===== config.mk =====
export PLATFORM = sky130hd
export DESIGN_NAME = lss_sequencer
export DESIGN_NICKNAME = d
export VERILOG_FILES = /design/src/rtl/lss_sequencer.v /design/src/rtl/lss_sync_filter.v /design/src/rtl/lss_hold_timer.v
export VERILOG_INCLUDE_DIRS = /design/src /design/src/inc
export SDC_FILE = /design/constraint.sdc
export NUM_CORES = 1
export LEC_CHECK = 0
export ABC_AREA = 1
export CAP_MARGIN = 20
export CORE_ASPECT_RATIO = 1.75
export CORE_MARGIN = 2
export CORE_UTILIZATION = 40
export CTS_BUF_LIST = sky130_fd_sc_hd__clkbuf_8
export CTS_CLUSTER_SIZE = 30
export DETAILED_ROUTE_END_ITERATION = 8
export DONT_BUFFER_PORTS = 1
export GPL_TIMING_DRIVEN = 0
export HOLD_SLACK_MARGIN = 0.06
export SETUP_SLACK_MARGIN = 0.4
export SYNTH_ARGS = -nofsm -noshare
export SYNTH_HDL_FRONTEND = slang
export SYNTH_HIERARCHICAL = 1
export SYNTH_SLANG_ARGS = --single-unit

===== constraint.sdc =====
create_clock -name sys_clk_i -period 5.2 [get_ports sys_clk_i]
set_input_delay 0.26 -clock sys_clk_i [delete_from_list [all_inputs] [get_ports sys_clk_i]]
set_output_delay 0.26 -clock sys_clk_i [all_outputs]
set_load 0.005 [all_outputs]

===== src/inc/lss_defs.vh =====
// constants for the sideband reset and link-stop sequencer
`ifndef LSS_DEFS_VH
`define LSS_DEFS_VH

// register byte offsets
`define LSS_CTRL_OFF 12'h000
`define LSS_STAT_OFF 12'h004
`define LSS_TRAIN_OFF 12'h008
`define LSS_SKEW_OFF 12'h00c
`define LSS_NP_OFF 12'h010
`define LSS_ID_OFF 12'h014

// ctrl fields
`define LSS_CTRL_DRV_SUPPLY 0
`define LSS_CTRL_DRV_RESET 1
`define LSS_CTRL_GEN3 2
`define LSS_CTRL_STOP_OWNER 3
`define LSS_CTRL_STOP_REQ 4
`define LSS_CTRL_LINKREQ 5
`define LSS_CTRL_BRIDGE 6
`define LSS_CTRL_HOSTB 7
`define LSS_CTRL_RESET_VAL 32'h0000_0003

// train fields
`define LSS_TR_HOT_ADD 0
`define LSS_TR_LS_EN 1
`define LSS_TR_RXSEL_LO 2
`define LSS_TR_TXSEL_LO 4
`define LSS_TR_DWELL_LO 8
`define LSS_TRAIN_RESET_VAL 32'h0000_0002

// status fields
`define LSS_ST_SUPPLY 0
`define LSS_ST_RESET_N 1
`define LSS_ST_STOP_N 2
`define LSS_ST_REQ_N 3
`define LSS_ST_CHAIN_UP 4
`define LSS_ST_STOP_ACT 5
`define LSS_ST_HOT_ADD 6
`define LSS_ST_SKEW_OK 7
`define LSS_ST_STATE_LO 8

// timing in ns and derived cycles at 50 MHz
`define LSS_CLK_NS 20
`define LSS_DEB_NS 200
`define LSS_DEB_CYC ((`LSS_DEB_NS + `LSS_CLK_NS - 1) / `LSS_CLK_NS)
`define LSS_STOP_HOLD_NS 1000
`define LSS_STOP_HOLD_CYC ((`LSS_STOP_HOLD_NS + `LSS_CLK_NS - 1) / `LSS_CLK_NS)
`define LSS_STOP_G3_NS 100000
`define LSS_STOP_G3_CYC ((`LSS_STOP_G3_NS + `LSS_CLK_NS - 1) / `LSS_CLK_NS)
`define LSS_SUPPLY_SKEW_NS 200000
`define LSS_SUPPLY_SKEW_CYC (`LSS_SUPPLY_SKEW_NS / `LSS_CLK_NS)
`define LSS_ID_VAL 32'h0000_5a01

`endif


===== src/rtl/lss_sequencer.v =====
// sideband reset, supply-stable and link-stop sequencer with apb registers
`timescale 1ns/1ns
`include "lss_defs.vh"

// What the document requires
// RQ1 - supply loss or reset beats link-stop
// RQ2 - link-stop released before chain reset release
// RQ3 - system keeps sideband skew within budget
// RQ4 - gen3 reset skew relief needs stop margins
// RQ5 - gen1 relief needs stop bit-time lead
// RQ6 - hot-add enable tolerates any reset skew
// RQ7 - stop skew relief needs state settings
// RQ8 - unlimited stop skew under listed conditions
// RQ9 - tolerate 200us supply skew, else hot-add
// RQ10 - link-stop held 1us after both see; a stop entered from the hot-add state is not held
// RQ11 - gen3 frequency change holds stop 100us; a stop entered from the hot-add state is not held
// RQ12 - sample supply/reset, gen1 may pull low
// RQ13 - gen3 one link-stop driver, gen1 wired-or
// RQ14 - filter slow sideband inputs before use
// RQ15 - system overlaps supply/reset pulses
// RQ16 - bridge owns separate secondary pin pair
// RQ17 - forward primary pair down, never up
// RQ18 - secondary reset errors outstanding nonposted
// RQ19 - host bridge drives, samples, relays host reset; the pair is driven in gen1 only
// RQ20 - host enforces ordering of chain pair
// RQ21 - two-flop sync counted in published delay
module lss_sequencer (
    // clock and reset
    input wire sys_clk_i,
    input wire rst_i,
    // apb slave
    input wire psel_i,
    input wire penable_i,
    input wire pwrite_i,
    input wire [11:0] paddr_i,
    input wire [31:0] pwdata_i,
    input wire [3:0] pstrb_i,
    output wire pready_o,
    output wire pslverr_o,
    output wire [31:0] prdata_o,
    // primary chain pins, open drain
    input wire supply_stable_in_i,
    output wire supply_stable_out_o,
    output wire supply_stable_oe_o,
    input wire chain_reset_n_i,
    output wire chain_reset_n_out_o,
    output wire chain_reset_n_oe_o,
    // link-stop and link-request pins
    input wire link_stop_n_i,
    output wire link_stop_n_out_o,
    output wire link_stop_n_oe_o,
    input wire link_request_n_i,
    output wire link_request_n_out_o,
    output wire link_request_n_oe_o,
    // host side reset and power-good
    input wire host_reset_i,
    input wire host_power_good_i,
    // secondary chain pair, driven only
    output wire sec_supply_stable_o,
    output wire sec_chain_reset_n_o,
    // outstanding nonposted request tracking
    input wire np_issue_i,
    input wire np_done_i,
    output wire np_error_o,
    // state towards the link core
    output wire link_reset_o,
    output wire link_stop_o,
    output wire hot_add_o
);
    // ----------------------------------------------------------------
    // state codes
    // ----------------------------------------------------------------
    localparam [2:0] ST_OFF = 3'h0;
    localparam [2:0] ST_RESET = 3'h1;
    localparam [2:0] ST_RUN = 3'h2;
    localparam [2:0] ST_STOP = 3'h3;
    localparam [2:0] ST_HOT = 3'h4;
    localparam [23:0] STOP_HOLD = `LSS_STOP_HOLD_CYC;
    localparam [23:0] STOP_G3 = `LSS_STOP_G3_CYC;
    localparam [23:0] SUPPLY_SKEW = `LSS_SUPPLY_SKEW_CYC;

    reg [31:0] ctrl_q;
    reg [31:0] train_q;
    reg [31:0] skew_q;
    reg [2:0] state_q;
    reg [2:0] state_d;
    reg [23:0] supply_cnt_q;
    reg hot_add_q;
    reg skew_ok_q;
    reg [7:0] np_cnt_q;
    reg np_err_q;
    reg sec_rst_q;
    reg [31:0] rdata_q;
    wire supply_f;
    wire reset_n_f;
    wire stop_n_f;
    wire req_n_f;
    wire host_rst_f;
    wire host_pg_f;
    wire stop_busy;
    wire stop_seen;
    wire apb_wr;
    wire apb_rd;
    wire hit;
    wire gen3;
    wire sys_supply;
    wire sys_reset;
    wire chain_reset;
    wire stop_req;

    // ----------------------------------------------------------------
    // input filtering
    // ----------------------------------------------------------------
    // every slow pin crosses two flops then a debounce, adding a fixed
    // delay that belongs in the published synchronisation delay
    lss_sync_filter #(.DEB_CYC(`LSS_DEB_CYC), .RST_VAL(1'b0)) u_f_supply ( // see RQ14 see RQ21
        .sys_clk_i(sys_clk_i),
        .rst_i(rst_i),
        .pin_i(supply_stable_in_i),
        .level_o(supply_f)
    );
    lss_sync_filter #(.DEB_CYC(`LSS_DEB_CYC), .RST_VAL(1'b0)) u_f_reset ( // see RQ12
        .sys_clk_i(sys_clk_i),
        .rst_i(rst_i),
        .pin_i(chain_reset_n_i),
        .level_o(reset_n_f)
    );
    lss_sync_filter #(.DEB_CYC(`LSS_DEB_CYC), .RST_VAL(1'b1)) u_f_stop (
        .sys_clk_i(sys_clk_i),
        .rst_i(rst_i),
        .pin_i(link_stop_n_i),
        .level_o(stop_n_f)
    );
    lss_sync_filter #(.DEB_CYC(`LSS_DEB_CYC), .RST_VAL(1'b1)) u_f_req (
        .sys_clk_i(sys_clk_i),
        .rst_i(rst_i),
        .pin_i(link_request_n_i),
        .level_o(req_n_f)
    );
    lss_sync_filter #(.DEB_CYC(`LSS_DEB_CYC), .RST_VAL(1'b1)) u_f_hrst (
        .sys_clk_i(sys_clk_i),
        .rst_i(rst_i),
        .pin_i(host_reset_i),
        .level_o(host_rst_f)
    );
    lss_sync_filter #(.DEB_CYC(`LSS_DEB_CYC), .RST_VAL(1'b0)) u_f_hpg (
        .sys_clk_i(sys_clk_i),
        .rst_i(rst_i),
        .pin_i(host_power_good_i),
        .level_o(host_pg_f)
    );

    // ----------------------------------------------------------------
    // apb slave
    // ----------------------------------------------------------------
    assign apb_wr = psel_i & penable_i & pwrite_i;
    assign apb_rd = psel_i & ~pwrite_i;
    assign hit = (paddr_i == `LSS_CTRL_OFF) | (paddr_i == `LSS_STAT_OFF) |
                 (paddr_i == `LSS_TRAIN_OFF) | (paddr_i == `LSS_SKEW_OFF) |
                 (paddr_i == `LSS_NP_OFF) | (paddr_i == `LSS_ID_OFF);
    assign pready_o = 1'b1;
    assign pslverr_o = psel_i & penable_i & ~hit;
    assign prdata_o = rdata_q;

    function [31:0] strb_merge;
        input [31:0] old_v;
        input [31:0] new_v;
        input [3:0] strb;
        integer i;
        begin
            strb_merge = old_v;
            for (i = 0; i < 4; i = i + 1) begin
                if (strb[i]) begin
                    strb_merge[i*8 +: 8] = new_v[i*8 +: 8];
                end
            end
        end
    endfunction

    always @(posedge sys_clk_i) begin
        if (rst_i) begin
            ctrl_q <= `LSS_CTRL_RESET_VAL;
            train_q <= `LSS_TRAIN_RESET_VAL;
        end else if (apb_wr) begin
            if (paddr_i == `LSS_CTRL_OFF) begin
                ctrl_q <= strb_merge(ctrl_q, pwdata_i, pstrb_i);
            end
            if (paddr_i == `LSS_TRAIN_OFF) begin
                train_q <= strb_merge(train_q, pwdata_i, pstrb_i);
            end
        end
    end

    // read data registered in the setup cycle, valid in the access cycle
    always @(posedge sys_clk_i) begin
        if (rst_i) begin
            rdata_q <= 32'h0000_0000;
        end else if (apb_rd & ~penable_i) begin
            case (paddr_i)
                `LSS_CTRL_OFF: rdata_q <= ctrl_q;
                `LSS_TRAIN_OFF: rdata_q <= train_q;
                `LSS_STAT_OFF: rdata_q <= {21'h00000, state_q,
                    skew_ok_q, hot_add_q, link_stop_o, ~chain_reset,
                    req_n_f, stop_n_f, reset_n_f, supply_f};
                `LSS_SKEW_OFF: rdata_q <= skew_q;
                `LSS_NP_OFF: rdata_q <= {23'h00000, np_err_q, np_cnt_q};
                `LSS_ID_OFF: rdata_q <= `LSS_ID_VAL;
                default: rdata_q <= 32'h0000_0000;
            endcase
        end
    end

    // ----------------------------------------------------------------
    // chain reset pair
    // ----------------------------------------------------------------
    assign gen3 = ctrl_q[`LSS_CTRL_GEN3];
    // host bridge relays host reset and power-good onto the chain pair in gen1 only
    assign sys_supply = supply_f & (~ctrl_q[`LSS_CTRL_HOSTB] | host_pg_f); // see RQ19
    assign sys_reset = ~reset_n_f | (ctrl_q[`LSS_CTRL_HOSTB] & host_rst_f); // see RQ19
    // supply loss or reset outranks any link-stop request
    assign chain_reset = ~sys_supply | sys_reset; // see RQ1

    // open-drain pulls low only; gen3 devices never drive the pair
    assign supply_stable_out_o = 1'b0;
    assign supply_stable_oe_o = ~gen3 & (ctrl_q[`LSS_CTRL_DRV_SUPPLY] |
        (ctrl_q[`LSS_CTRL_HOSTB] & ~host_pg_f)); // see RQ12 see RQ19
    assign chain_reset_n_out_o = 1'b0;
    assign chain_reset_n_oe_o = ~gen3 & (ctrl_q[`LSS_CTRL_DRV_RESET] |
        (ctrl_q[`LSS_CTRL_HOSTB] & (host_rst_f | ~host_pg_f))); // see RQ12 see RQ20

    // ----------------------------------------------------------------
    // sequencer
    // ----------------------------------------------------------------
    assign stop_req = ctrl_q[`LSS_CTRL_STOP_REQ] & ctrl_q[`LSS_CTRL_STOP_OWNER];
    assign stop_seen = ~stop_n_f;

    lss_hold_timer #(.WIDTH(24)) u_stop_hold ( // see RQ10 see RQ11
        .sys_clk_i(sys_clk_i),
        .rst_i(rst_i),
        .start_i((state_q == ST_RUN) & stop_seen),
        .load_i(gen3 ? STOP_G3 : STOP_HOLD),
        .busy_o(stop_busy)
    );

    always @* begin
        state_d = state_q;
        case (state_q)
            ST_OFF: begin
                if (sys_supply) begin
                    state_d = ST_RESET;
                end
            end
            ST_RESET: begin
                // reset release is only honoured once link-stop is gone
                if (~sys_supply) begin
                    state_d = ST_OFF;
                end else if (~sys_reset & ~stop_seen) begin // see RQ2
                    state_d = skew_ok_q ? ST_RUN : ST_HOT; // see RQ9 see RQ6
                end
            end
            ST_RUN, ST_HOT: begin
                if (chain_reset) begin
                    state_d = sys_supply ? ST_RESET : ST_OFF; // see RQ1
                end else if (stop_seen) begin
                    state_d = ST_STOP;
                end
            end
            ST_STOP: begin
                if (chain_reset) begin
                    state_d = sys_supply ? ST_RESET : ST_OFF; // see RQ1
                end else if (~stop_seen & ~stop_busy) begin
                    state_d = ST_RUN;
                end
            end
            default: state_d = ST_OFF;
        endcase
    end

    always @(posedge sys_clk_i) begin
        if (rst_i) begin
            state_q <= ST_OFF;
            supply_cnt_q <= 24'h000000;
            skew_ok_q <= 1'b1;
            hot_add_q <= 1'b0;
            skew_q <= 32'h0000_0000;
        end else begin
            state_q <= state_d;
            // time from supply good to reset release measures late arrival
            if (state_q == ST_OFF) begin
                supply_cnt_q <= 24'h000000;
                skew_ok_q <= 1'b1;
            end else if ((state_q == ST_RESET) && (supply_cnt_q != 24'hffffff)) begin
                supply_cnt_q <= supply_cnt_q + 24'h000001;
            end
            if ((state_q == ST_RESET) && (state_d != ST_RESET)) begin
                skew_q <= {8'h00, supply_cnt_q};
            end
            // late-seeing gen3 device is treated as hot-added when allowed
            if (state_q == ST_OFF) begin
                hot_add_q <= 1'b0;
            end else if ((state_q == ST_RESET) && (state_d == ST_HOT)) begin
                hot_add_q <= 1'b1; // see RQ9 see RQ6
            end
            if (state_q == ST_RESET) begin
                skew_ok_q <= ~gen3 | (supply_cnt_q < SUPPLY_SKEW) |
                    ~train_q[`LSS_TR_HOT_ADD]; // see RQ9
            end
        end
    end

    // ----------------------------------------------------------------
    // link-stop and link-request drive
    // ----------------------------------------------------------------
    // only the configured owner drives link-stop, and never during reset
    assign link_stop_n_out_o = 1'b0;
    assign link_stop_n_oe_o = stop_req & ~chain_reset; // see RQ13 see RQ2
    assign link_request_n_out_o = 1'b0;
    assign link_request_n_oe_o = ~gen3 & ctrl_q[`LSS_CTRL_LINKREQ]; // see RQ13

    assign link_reset_o = (state_q == ST_OFF) | (state_q == ST_RESET);
    assign link_stop_o = (state_q == ST_STOP);
    assign hot_add_o = hot_add_q;

    // ----------------------------------------------------------------
    // bridge forwarding and nonposted error return
    // ----------------------------------------------------------------
    // primary changes flow down only; nothing here reads secondary pins
    assign sec_supply_stable_o = ctrl_q[`LSS_CTRL_BRIDGE] ? sys_supply : 1'b0; // see RQ16 see RQ17
    assign sec_chain_reset_n_o = ctrl_q[`LSS_CTRL_BRIDGE] ? ~chain_reset : 1'b0; // see RQ17
    assign np_error_o = np_err_q;

    always @(posedge sys_clk_i) begin
        if (rst_i) begin
            np_cnt_q <= 8'h00;
            np_err_q <= 1'b0;
            sec_rst_q <= 1'b0;
        end else begin
            sec_rst_q <= chain_reset & ctrl_q[`LSS_CTRL_BRIDGE];
            np_err_q <= 1'b0;
            if (sec_rst_q & (np_cnt_q != 8'h00)) begin
                // one error response per cycle until the count drains
                np_err_q <= 1'b1; // see RQ18
                np_cnt_q <= np_cnt_q - 8'h01;
            end else if (np_issue_i & ~np_done_i & (np_cnt_q != 8'hff)) begin
                np_cnt_q <= np_cnt_q + 8'h01;
            end else if (~np_issue_i & np_done_i & (np_cnt_q != 8'h00)) begin
                np_cnt_q <= np_cnt_q - 8'h01;
            end
        end
    end
endmodule // lss_sequencer


===== src/rtl/lss_sync_filter.v =====
// two-flop synchroniser followed by a debounce filter
`timescale 1ns/1ns
module lss_sync_filter #(
    parameter integer DEB_CYC = 10,
    parameter RST_VAL = 1'b0
) (
    // clock and reset
    input wire sys_clk_i,
    input wire rst_i,
    // pin and filtered level
    input wire pin_i,
    output wire level_o
);
    reg meta_q;
    reg sync_q;
    reg level_q;
    reg [7:0] cnt_q;

    always @(posedge sys_clk_i) begin
        if (rst_i) begin
            meta_q <= RST_VAL;
            sync_q <= RST_VAL;
            level_q <= RST_VAL;
            cnt_q <= 8'h00;
        end else begin
            meta_q <= pin_i;
            sync_q <= meta_q;
            // slow edges bounce: accept a new level only once it stayed put
            if (sync_q == level_q) begin
                cnt_q <= 8'h00;
            end else if (cnt_q == DEB_CYC[7:0] - 8'h01) begin
                level_q <= sync_q;
                cnt_q <= 8'h00;
            end else begin
                cnt_q <= cnt_q + 8'h01;
            end
        end
    end

    assign level_o = level_q;
endmodule // lss_sync_filter


===== src/rtl/lss_hold_timer.v =====
// down counter giving a minimum hold time after a start pulse
`timescale 1ns/1ns
module lss_hold_timer #(
    parameter integer WIDTH = 16
) (
    // clock and reset
    input wire sys_clk_i,
    input wire rst_i,
    // control
    input wire start_i,
    input wire [WIDTH-1:0] load_i,
    output wire busy_o
);
    reg [WIDTH-1:0] cnt_q;

    always @(posedge sys_clk_i) begin
        if (rst_i) begin
            cnt_q <= {WIDTH{1'b0}};
        end else if (start_i) begin
            cnt_q <= load_i;
        end else if (cnt_q != {WIDTH{1'b0}}) begin
            cnt_q <= cnt_q - {{(WIDTH-1){1'b0}}, 1'b1};
        end
    end

    assign busy_o = (cnt_q != {WIDTH{1'b0}});
endmodule // lss_hold_timer


Word-level counts from Yosys, hierarchy flattened
Index checks and enable logic that the tools add are counted.
- output and inout bits: 48
- input port bits: 61
- flip-flop bits (word level): 249
- word-level logic and storage cells: 190
- reductions and logical operators: 32
- eq/ne operators: 25
- bitwise operators: 58
- $lt $le $gt $ge: 1
- mux-type cells: 22
- $add $sub $neg: 10
- operator list (cell ; count):
    case mux 32 bit (6 select lines) ; 1
    adder 8 x 1 -> 8 bit, second input constant ; 7
    == test 8 x 4 -> 1 bit, second input constant ; 6
    two-way mux 24 bit ; 2
    adder 24 x 1 -> 24 bit, second input constant ; 1
    == test 12 x 4 -> 1 bit, second input constant ; 2
    == test 12 x 5 -> 1 bit, second input constant ; 2
    less-than comparator 24 x 14 -> 1 bit, second input constant ; 1
    two-way mux 3 bit ; 8
    two-way mux 8 bit ; 3
    inequality test 24 bit, second input constant ; 1
    AND reduction 3 bit ; 8
    nonzero test 24 bit ; 1
    subtractor 24 x 1 -> 24 bit, second input constant ; 1
    bitwise AND 1 bit ; 23
    NOT 1 bit ; 21
    OR reduction 3 bit ; 6
    OR 1 bit ; 14
    two-way mux 13 bit ; 1
    == test 12 x 3 -> 1 bit, second input constant ; 1
    logical NOT 12 bit ; 1
    case mux 3 bit (4 select lines) ; 1
    AND reduction 2 bit ; 6
    inequality test 8 bit, second input constant ; 1
    other kinds (13) ; 29

Longest topological paths before layout
Gate-level depths: netlist of run 1.
- depth after elaboration: 9
- gate-level depth with buffers: 14
- gate-level depth less buffers: 13

By module
Netlist of run 1, hierarchy kept.
- by module, submodules not included (module ; seq. area each (sq um) ; area each (sq um) ; times used ; cells an instance):
    lss_sequencer ; 3183.1 ; 7970.1 ; 1 ; 1228
    lss_sync_filter at u_f_hrst ... ; 220.2 ; 558.0 ; 3 ; 76
    lss_hold_timer ; 480.5 ; 1666.6 ; 1 ; 262
    lss_sync_filter at u_f_hpg ... ; 220.2 ; 575.6 ; 2 ; 79
    lss_sync_filter at u_f_supply ; 220.2 ; 551.8 ; 1 ; 79

Worst setup path after synthesis of run 1
No wires, ideal clock.
- path kind: reg-to-reg
- start: reg u_stop_hold.cnt_q[18]
- end: reg skew_q[0]
- arrival: 1.758 ns
- clock period less this slack: 1.871 ns
- setup slack: 3.329 ns
- setup time: 0.113 ns
- buffers on the path: 2
- data required time: 5.087 ns
- cell stages (with the launch flop): 15
- cells stage by stage: dfxtp_1 > nor2_1 > nand2_1 > nor4b_1 > nand4_1 > nor2_1 > nand2_1 > nand2_1 > nand2_1 > nand3_1 > nand2_1 > buf_4 > buf_4 > nor2_1 > nor2_1
- longest elaborated chain between the ends: 8
- RTL lines (item ; line ; RTL):
    from (decl) ; lss_hold_timer.v:14 ; reg [WIDTH-1:0] cnt_q;
    from (signal assigned) ; lss_hold_timer.v:18 ; cnt_q <= {WIDTH{1'b0}};
    from (signal assigned) ; lss_hold_timer.v:20 ; cnt_q <= load_i;
    from (signal assigned) ; lss_hold_timer.v:22 ; cnt_q <= cnt_q - {{(WIDTH-1){1'b0}}, 1'b1};
    nonzero test 24 bit ; lss_hold_timer.v:26 ; assign busy_o = (cnt_q != {WIDTH{1'b0}});
    via stop_busy ; lss_sequencer.v:100 ; wire stop_busy;
    NOT 1 bit ; lss_sequencer.v:271 ; end else if (~stop_seen & ~stop_busy) begin
    bitwise AND 1 bit ; lss_sequencer.v:271 ;
    two-way mux 3 bit ; lss_sequencer.v:271 ;
    two-way mux 3 bit ; lss_sequencer.v:269 ; if (chain_reset) begin
    case mux 3 bit (4 select lines) ; lss_sequencer.v:247 ; case (state_q)
    inequality test 3 x 1 -> 1 bit ; lss_sequencer.v:295 ; if ((state_q == ST_RESET) && (state_d != ST_RESET)) begin
    logical AND 1 bit ; lss_sequencer.v:295 ;
    to (signal assigned) ; lss_sequencer.v:296 ; skew_q <= {8'h00, supply_cnt_q};
    to (decl) ; lss_sequencer.v:84 ; reg [31:0] skew_q;
The timed path passes the listed nets, and every way through them passes these cells.
A chain may end at the register's enable or synchronous reset.

Final worst setup path of run 1
- start: reg supply_cnt_q[0]
- end: reg supply_cnt_q[14]
- longest elaborated chain between the ends: 2
- elaborated cells on any way between the ends: 3
- those cells by class: 1 x add/sub; 1 x eq/ne; 1 x reduce/logical
- RTL lines (item ; line ; RTL):
    from (decl) ; lss_sequencer.v:87 ; reg [23:0] supply_cnt_q;
    from (signal assigned) ; lss_sequencer.v:293 ; supply_cnt_q <= supply_cnt_q + 24'h000001;
    branches (longest 2 deep; another with adder 24 x 1 -> 24 bit) ; n/a ;
Several ways; the timed one is not identified.

==> results.sh, run 1 <==
export IMPL_place_area_um2=13590
export IMPL_drtPass1Iterations=6
export IMPL_cp_required_ps=5710
export IMPL_status="finished clean"
export IMPL_rrSetupSlack_ps=2780
export IMPL_r2r_end="supply_cnt_q[14]$_SDFFE_PP0P_"
export IMPL_cts_max_level=2
export IMPL_cp_depth=7
export IMPL_cts_buffer_depth=3
export IMPL_final_cell_mix="nand2_1 (523), dfxtp_1 (249), inv_1 (241)"
export IMPL_p_leak_nw=6.030
export IMPL_syn_inst=1955
export IMPL_ys_seq_elements=249
export IMPL_hold_end="u_stop_hold/cnt_q[5]$_SDFFE_PP0P_"
export IMPL_area_growth_pct=14.81
export IMPL_clock_power_share_pct=35.3
export IMPL_drv_slew=0
export IMPL_finalSetupViolCount=0
export IMPL_power_density_nw_per_um2=349.3
export IMPL_fin_setup_tns_ps=0
export IMPL_floorplan_initialDensity_pct=40.53
export IMPL_rr_worst_depth=7
export IMPL_period_needed_ps=2420
export IMPL_cts_tree="done"
export IMPL_final_seq_area_um2=4985
export IMPL_skew_ps=33.24
export IMPL_path_buf_inv=0
export IMPL_path_common_cell="nand2_1"
export IMPL_die_h_um=242.6
export IMPL_syn_mean_instance_area_um2=6.657
export IMPL_grt_pass1_wl_mm=59.64
export IMPL_worstHoldStart="rst_i"
export IMPL_cts_buffers=41
export IMPL_ioPinCount=109
export IMPL_numClockSinks=249
export IMPL_tightest_slew_ps=911.5
export IMPL_cts_root_buf="clkbuf_8"
export IMPL_synthFlopType="dfxtp_1"
export IMPL_dp_hpwl_mm=28.36
export IMPL_place_ws_ps=2799
export IMPL_drt_total_wl_mm=37.03
export IMPL_via_per_inst=4.956
export IMPL_p_int_mw=3.473
export IMPL_track_usage_pct=21.56
export IMPL_startpoint_type="register"
export IMPL_drtAntennaViolNets=0
export IMPL_slowest_stage="nor3_1"
export IMPL_yosys_warnings=6
export IMPL_crit_chain="ha_1 -> nand2_1 -> nor3_1 -> nand3_1 -> xnor2_1 -> nand2_1 -> a21oi_1"
export IMPL_die_x_um=140.4
export IMPL_num_nets_final=2142
export IMPL_synth_cell_type_count=35
export IMPL_max_stage_delay_ps=760
export IMPL_async_reset_ff_share_pct=0
export IMPL_path_clk_slew_ps=70
export IMPL_drive_gt1_share_pct=11.23
export IMPL_hold_ws_ps=106.1
export IMPL_path_delay_family="simple AND/OR/NAND/NOR gates"
export IMPL_final_area_um2=14940
export IMPL_p_sw_share_pct=33.45
export IMPL_gp_congestion=0.9992
export IMPL_rsz0062_at_grt="false"
export IMPL_final_cells=2495
export IMPL_setup_ws_ps=2780
export IMPL_p_total_mw=5.219
export IMPL_syn_cell_area_um2=13010
export IMPL_fillers=3372
export IMPL_row_count=87
export IMPL_grt_pass1_vias=12140
export IMPL_fin_util_pct=46.53
export IMPL_clkLatencyLatePin_ps=580
export IMPL_end_kind="register"
export IMPL_grt_max_degree=29
export IMPL_drt_iter0_markers=506
export IMPL_power_net_switching_mw=1.746
export IMPL_grt_remaining_overflow=0
export IMPL_multi_input_area_um2=6835
export IMPL_fmax_ghz=0.4133
export IMPL_drc_errors=0
export IMPL_dp_cells=2374
export IMPL_combPwrFrac_pct=24.2
export IMPL_hold_path_class="in -> reg"
export IMPL_cap_violations=0
export IMPL_vdd_ir_drop_max_uv=171.6
export IMPL_hold_violations=0
export IMPL_r2r_start="supply_cnt_q[0]$_SDFFE_PP0P_"
export IMPL_worstHoldPathCells=2
export IMPL_critPathKind="reg -> reg"
export IMPL_antenna_found_initial=1
export IMPL_synth_edff_count=0
export IMPL_die_area_um2=34050
export IMPL_p_seq_share_pct=40.5
export IMPL_wl_per_cell_um=14.84
export IMPL_critPathArrivalTime_ps=2930
export IMPL_slew_headroom_pct=38.77
export IMPL_vias=12370
export IMPL_ys_seq_area_share_pct=38.30
export IMPL_path_max_fanout=7
export IMPL_layout_commonest_cell="nand2_1"
export IMPL_cts_repair_resized=0
export IMPL_fin_crit_sh_pct=46.53
export IMPL_core_region_area_um2=32110
export IMPL_io_buffers=0
## worst register-to-register path: cells and delay by family (launching register included)
family                     cells  cell delay (ps)
adders and majority gates      1              350
xor gates and xnor gates       1              190
AOI/OAI and AO/OA              1              120
DFF                            1              530
and+or+nand+nor                4             1180
## worst max path at each step
stage	startpoint	endpoint	slack [ps]
after global routing	u_stop_hold/cnt_q[18]$_SDFFE_PP0P_	skew_q[6]$_SDFFE_PP0P_	2630
after global placement	u_stop_hold/cnt_q[18]$_SDFFE_PP0P_	skew_q[18]$_SDFFE_PP0P_	2800
final	supply_cnt_q[0]$_SDFFE_PP0P_	supply_cnt_q[14]$_SDFFE_PP0P_	2780
after detailed placement	u_stop_hold/cnt_q[18]$_SDFFE_PP0P_	skew_q[18]$_SDFFE_PP0P_	2800
after CTS	u_stop_hold/cnt_q[18]$_SDFFE_PP0P_	skew_q[1]$_SDFFE_PP0P_	2780
after floorplan	u_stop_hold/cnt_q[18]$_SDFFE_PP0P_	skew_q[0]$_SDFFE_PP0P_	3330
## power groups by stage
| stage | Clock (mW) | Combinational, mW | Sequential (mW) |
|---|---|---|---|
| 6_report | 1.84 | 1.26 | 2.11 |
| 5_1_grt | 1.97 | 1.44 | 2.12 |
| 4_1_cts | 1.89 | 1.26 | 2.11 |
| 3_5_place_dp | 0 | 1.22 | 2.15 |
| 3_3_place_gp | 0 | 1.20 | 2.15 |
| 2_1_floorplan | 0 | 0.995 | 2.12 |
## metal layers
metal	GRT usage, %	routed length [µm]
met1	20.36	13290
met2	43.66	20330
met3	3.373	1637
met5	0	0
met4	10.70	1762
## timing repair
item	in CTS	in global routing
setup buffers	0	0
hold buffers	46	0
hold endpoints to repair	135	0
## registers in the layout (all words and copies together), names as in the netlist, 24 cells and up
register / cells
ctrl_q: 32
skew_q: 24
train_q: 32
supply_cnt_q: 24
prdata_o: 32
u_stop_hold/cnt_q: 24
## final cells by class
type	count	area share, %
Clock inverter	17	0.7286
Inverter	246	6.197
Tap cell	400	3.350
Buffer	63	2.269
Multi-Input combinational cell	1416	45.75
Antenna cell	2	0.03350
Timing Repair Buffer	46	3.149
Sequential cell	249	33.36
Clock buffer	56	5.159
## synth_stat cells, types with 2 or more instances
cell type    n  area, µm²
nand4_1     14      87.58
nand3_2     11      110.1
nor4_1       4      25.02
nand2_1    523       1963
o22ai_1      8      50.05
dfxtp_1    249       4985
buf_4       13      97.59
inv_2        8      30.03
conb_1       2      7.510
nor2_1     228      855.8
clkbuf_1    35      131.4
nor3_1      19      95.09
buf_2       10      50.05
ha_1        18      225.2
nor2_4      13      146.4
xor2_1      31      271.5
nand3_1    160      800.8
nand2_2     23      143.9
o21ai_1      8      40.04
buf_6        4      45.04
o211ai_1     6      45.04
nor2_2      52      325.3
a21oi_2     17      148.9
inv_1      233      874.6
clkinv_1     4      15.01
a21oi_1    142      710.7
o21ai_0     87      435.4
nand2_4      9      101.4
nand3b_1     5      37.54
xnor2_1      9      78.83
or2_2        6      37.54
## cell families (layout without fill, tap and decap cells)
group,Yosys count,count (layout),share of synthesized area (%)
compound gates,268,268,10.99
xor+xnor,40,40,2.692
fa+ha+maj,18,18,1.731
buf+inv,309,428,9.720
flops,249,249,38.30
other cells,2,23,0.05771
simple gates,1069,1069,36.51
Note: power is estimated with default switching activity, not from simulation.
==> run 2, diff against run 1 <==
ABC_AREA = 0   (was 1)
clock period = 2.3 ns   (was 5.2 ns; I/O delays follow)
==> results.sh, run 2 <==
export IMPL_period_needed_ps=2085
export IMPL_critPathKind="reg -> reg"
export IMPL_drt_total_wl_mm=33.04
export IMPL_hold_end="ctrl_q[13]$_SDFFE_PP0P_"
export IMPL_hold_violations=0
export IMPL_rrSetupSlack_ps=210
export IMPL_worstHoldStart="pstrb_i[1]"
export IMPL_grt_max_degree=27
export IMPL_io_buffers=0
export IMPL_antenna_found_initial=1
export IMPL_final_cell_mix="dfxtp_1 (230), nand2_1 (217), nor2_1 (109)"
export IMPL_drv_slew=0
export IMPL_core_region_area_um2=28420
export IMPL_via_per_inst=5.379
export IMPL_rsz0062_at_grt="true"
export IMPL_yosysTopAreaCellShare_pct=43.54
export IMPL_synth_top_cells_by_area="dfxtp_1 (44%), nand2_1 (7.1%), a21oi_1 (4.6%)"
export IMPL_num_nets_final=1567
export IMPL_dp_hpwl_mm=23.56
export IMPL_fin_util_pct=49.80
export IMPL_clkLatencyLatePin_ps=560
export IMPL_fin_crit_sh_pct=90.65
export IMPL_grt_remaining_overflow=0
export IMPL_die_h_um=227.8
export IMPL_drc_errors=0
export IMPL_cts_tree="done"
export IMPL_startpoint_type="register"
export IMPL_rr_worst_depth=6
export IMPL_synth_edff_count=0
export IMPL_p_total_mw=11.31
export IMPL_ioPinCount=109
export IMPL_synth_common_cells="dfxtp_1 (249), nand2_1 (217), nor2_1 (112), a21oi_1 (106)"
export IMPL_critPathArrivalTime_ps=2490
export IMPL_place_ws_ps=-171.7
export IMPL_syn_cell_area_um2=11450
export IMPL_p_leak_nw=4.933
export IMPL_cts_buffers=39
export IMPL_numClockSinks=249
export IMPL_syn_inst=1336
export IMPL_power_density_nw_per_um2=799.2
export IMPL_ys_seq_elements=249
export IMPL_hold_path_class="in -> reg"
export IMPL_grt_pass1_vias=9923
export IMPL_drt_iter0_markers=539
export IMPL_synthFlopType="dfxtp_1"
export IMPL_status="finished clean"
export IMPL_vias=10180
export IMPL_synth_cell_type_count=85
export IMPL_cap_violations=0
export IMPL_vdd_ir_drop_max_uv=502.5
export IMPL_grt_pass1_wl_mm=51.67
export IMPL_drtPass1Iterations=8
export IMPL_floorplan_initialDensity_pct=40.29
export IMPL_drive_gt1_share_pct=16.84
export IMPL_finalSetupViolCount=0
export IMPL_die_area_um2=30050
export IMPL_drtAntennaViolNets=0
export IMPL_gp_congestion=0.8648
export IMPL_cts_root_buf="clkbuf_8"
export IMPL_cts_max_level=2
export IMPL_path_clk_slew_ps=70
export IMPL_slew_headroom_pct=30.22
export IMPL_synth_top_area_cell="dfxtp_1"
export IMPL_path_max_fanout=4
export IMPL_track_usage_pct=21.25
export IMPL_skew_ps=24.93
export IMPL_r2r_start="u_stop_hold/cnt_q[6]$_SDFFE_PP0P_"
export IMPL_async_reset_ff_share_pct=0
export IMPL_cts_buffer_depth=3
export IMPL_fmax_ghz=0.4796
export IMPL_wl_per_cell_um=17.45
export IMPL_area_growth_pct=23.62
export IMPL_end_kind="register"
export IMPL_tightest_slew_ps=1039
export IMPL_r2r_end="state_q[0]$_SDFF_PP0_"
export IMPL_synth_most_common_cell="dfxtp_1"
export IMPL_setup_ws_ps=215.0
export IMPL_worstHoldPathCells=3
export IMPL_layout_commonest_cell="dfxtp_1"
export IMPL_die_x_um=131.9
export IMPL_cp_required_ps=2700
export IMPL_row_count=82
export IMPL_ys_seq_area_share_pct=43.54
export IMPL_syn_mean_instance_area_um2=8.570
export IMPL_yosys_warnings=6
## run 2: metal layers
layer	up-vias	GRT usage, %	wire (µm)
met3	107	3.933	1505
met1	4754	20.55	11700
met5	-	0	0
met2	308	41.26	18090
li1	5014	-	-
met4	0	12.06	1749
## run 2: cells by family after synthesis
family	share of synthesized area (%)
and+or+nand+nor	26.37
AOI/OAI and AO/OA	14.71
DFF	43.54
buffers and inverters	3.847
xor gates and xnor gates	4.896
muxes	4.524
adders and majority gates	2.054
other	0.06559
## run 2: power by group
part	internal (mW)	switching [mW]
Sequential	4.55	0.301
Clock	1.82	1.75
Combinational	1.42	1.47
## run 2: how the worst max path moves through the flow
stage                                            from                 endpoint  slack [ps]
finish              u_stop_hold/cnt_q[6]$_SDFFE_PP0P_    state_q[0]$_SDFF_PP0_         210
global placement                           paddr_i[2]  train_q[1]$_SDFFE_PP1P_        -160
detailed placement                         paddr_i[2]  train_q[1]$_SDFFE_PP1P_        -170
floorplan           u_stop_hold/cnt_q[0]$_SDFFE_PP0P_    state_q[0]$_SDFF_PP0_         340
global route        u_stop_hold/cnt_q[6]$_SDFFE_PP0P_    state_q[0]$_SDFF_PP0_         150
CTS                 u_stop_hold/cnt_q[0]$_SDFFE_PP0P_    state_q[0]$_SDFF_PP0_         180
## run 2: what timing repair did
action / in CTS / in global routing
pin swaps: 28 / 23
hold buffers: 51 / 0
cloned: 2 / 2
resized for setup: 77 / 62
endpoints found under the hold margin: 169 / 0
setup buffers: 25 / 12
endpoints found under the setup margin: 82 / 119
## run 2: cell type report
class                           instances  area [µm²]
Antenna cell                            1       2.502
Buffer                                 67       399.1
Clock buffer                           46       633.1
Clock inverter                         21       93.84
Fill cell                            2717       14270
Inverter                               32       122.6
Multi-Input combinational cell       1007        6479
Sequential cell                       249        5021
Tap cell                              378       473.0
Timing Repair Buffer                   92       929.6
## run 2: worst max-delay path, cell delays in order, from the launching register on
cell and delay (ps):
dfxtp_4 360, or4_4 570, nor4_4 360, nand3_2 160, nand4b_1 200, a32oi_1 220
nor3b_1 70
## run 2: through the flow
| step | cells | hold WS [ps] | TNS [ps] | cell area, µm² |
|---|---|---|---|---|
| final | 1893 | 73.08 | 0 | 14150 |
| after global routing | 1893 | 104.0 | 0 | 14150 |
| after detailed placement | 1733 | 198.9 | -2638 | 12060 |
| after CTS | 1878 | 60.73 | 0 | 13840 |
| after floorplan | 1355 | 184.1 | 0 | 11590 |
| after global placement | 1733 | 196.1 | -2249 | 12060 |
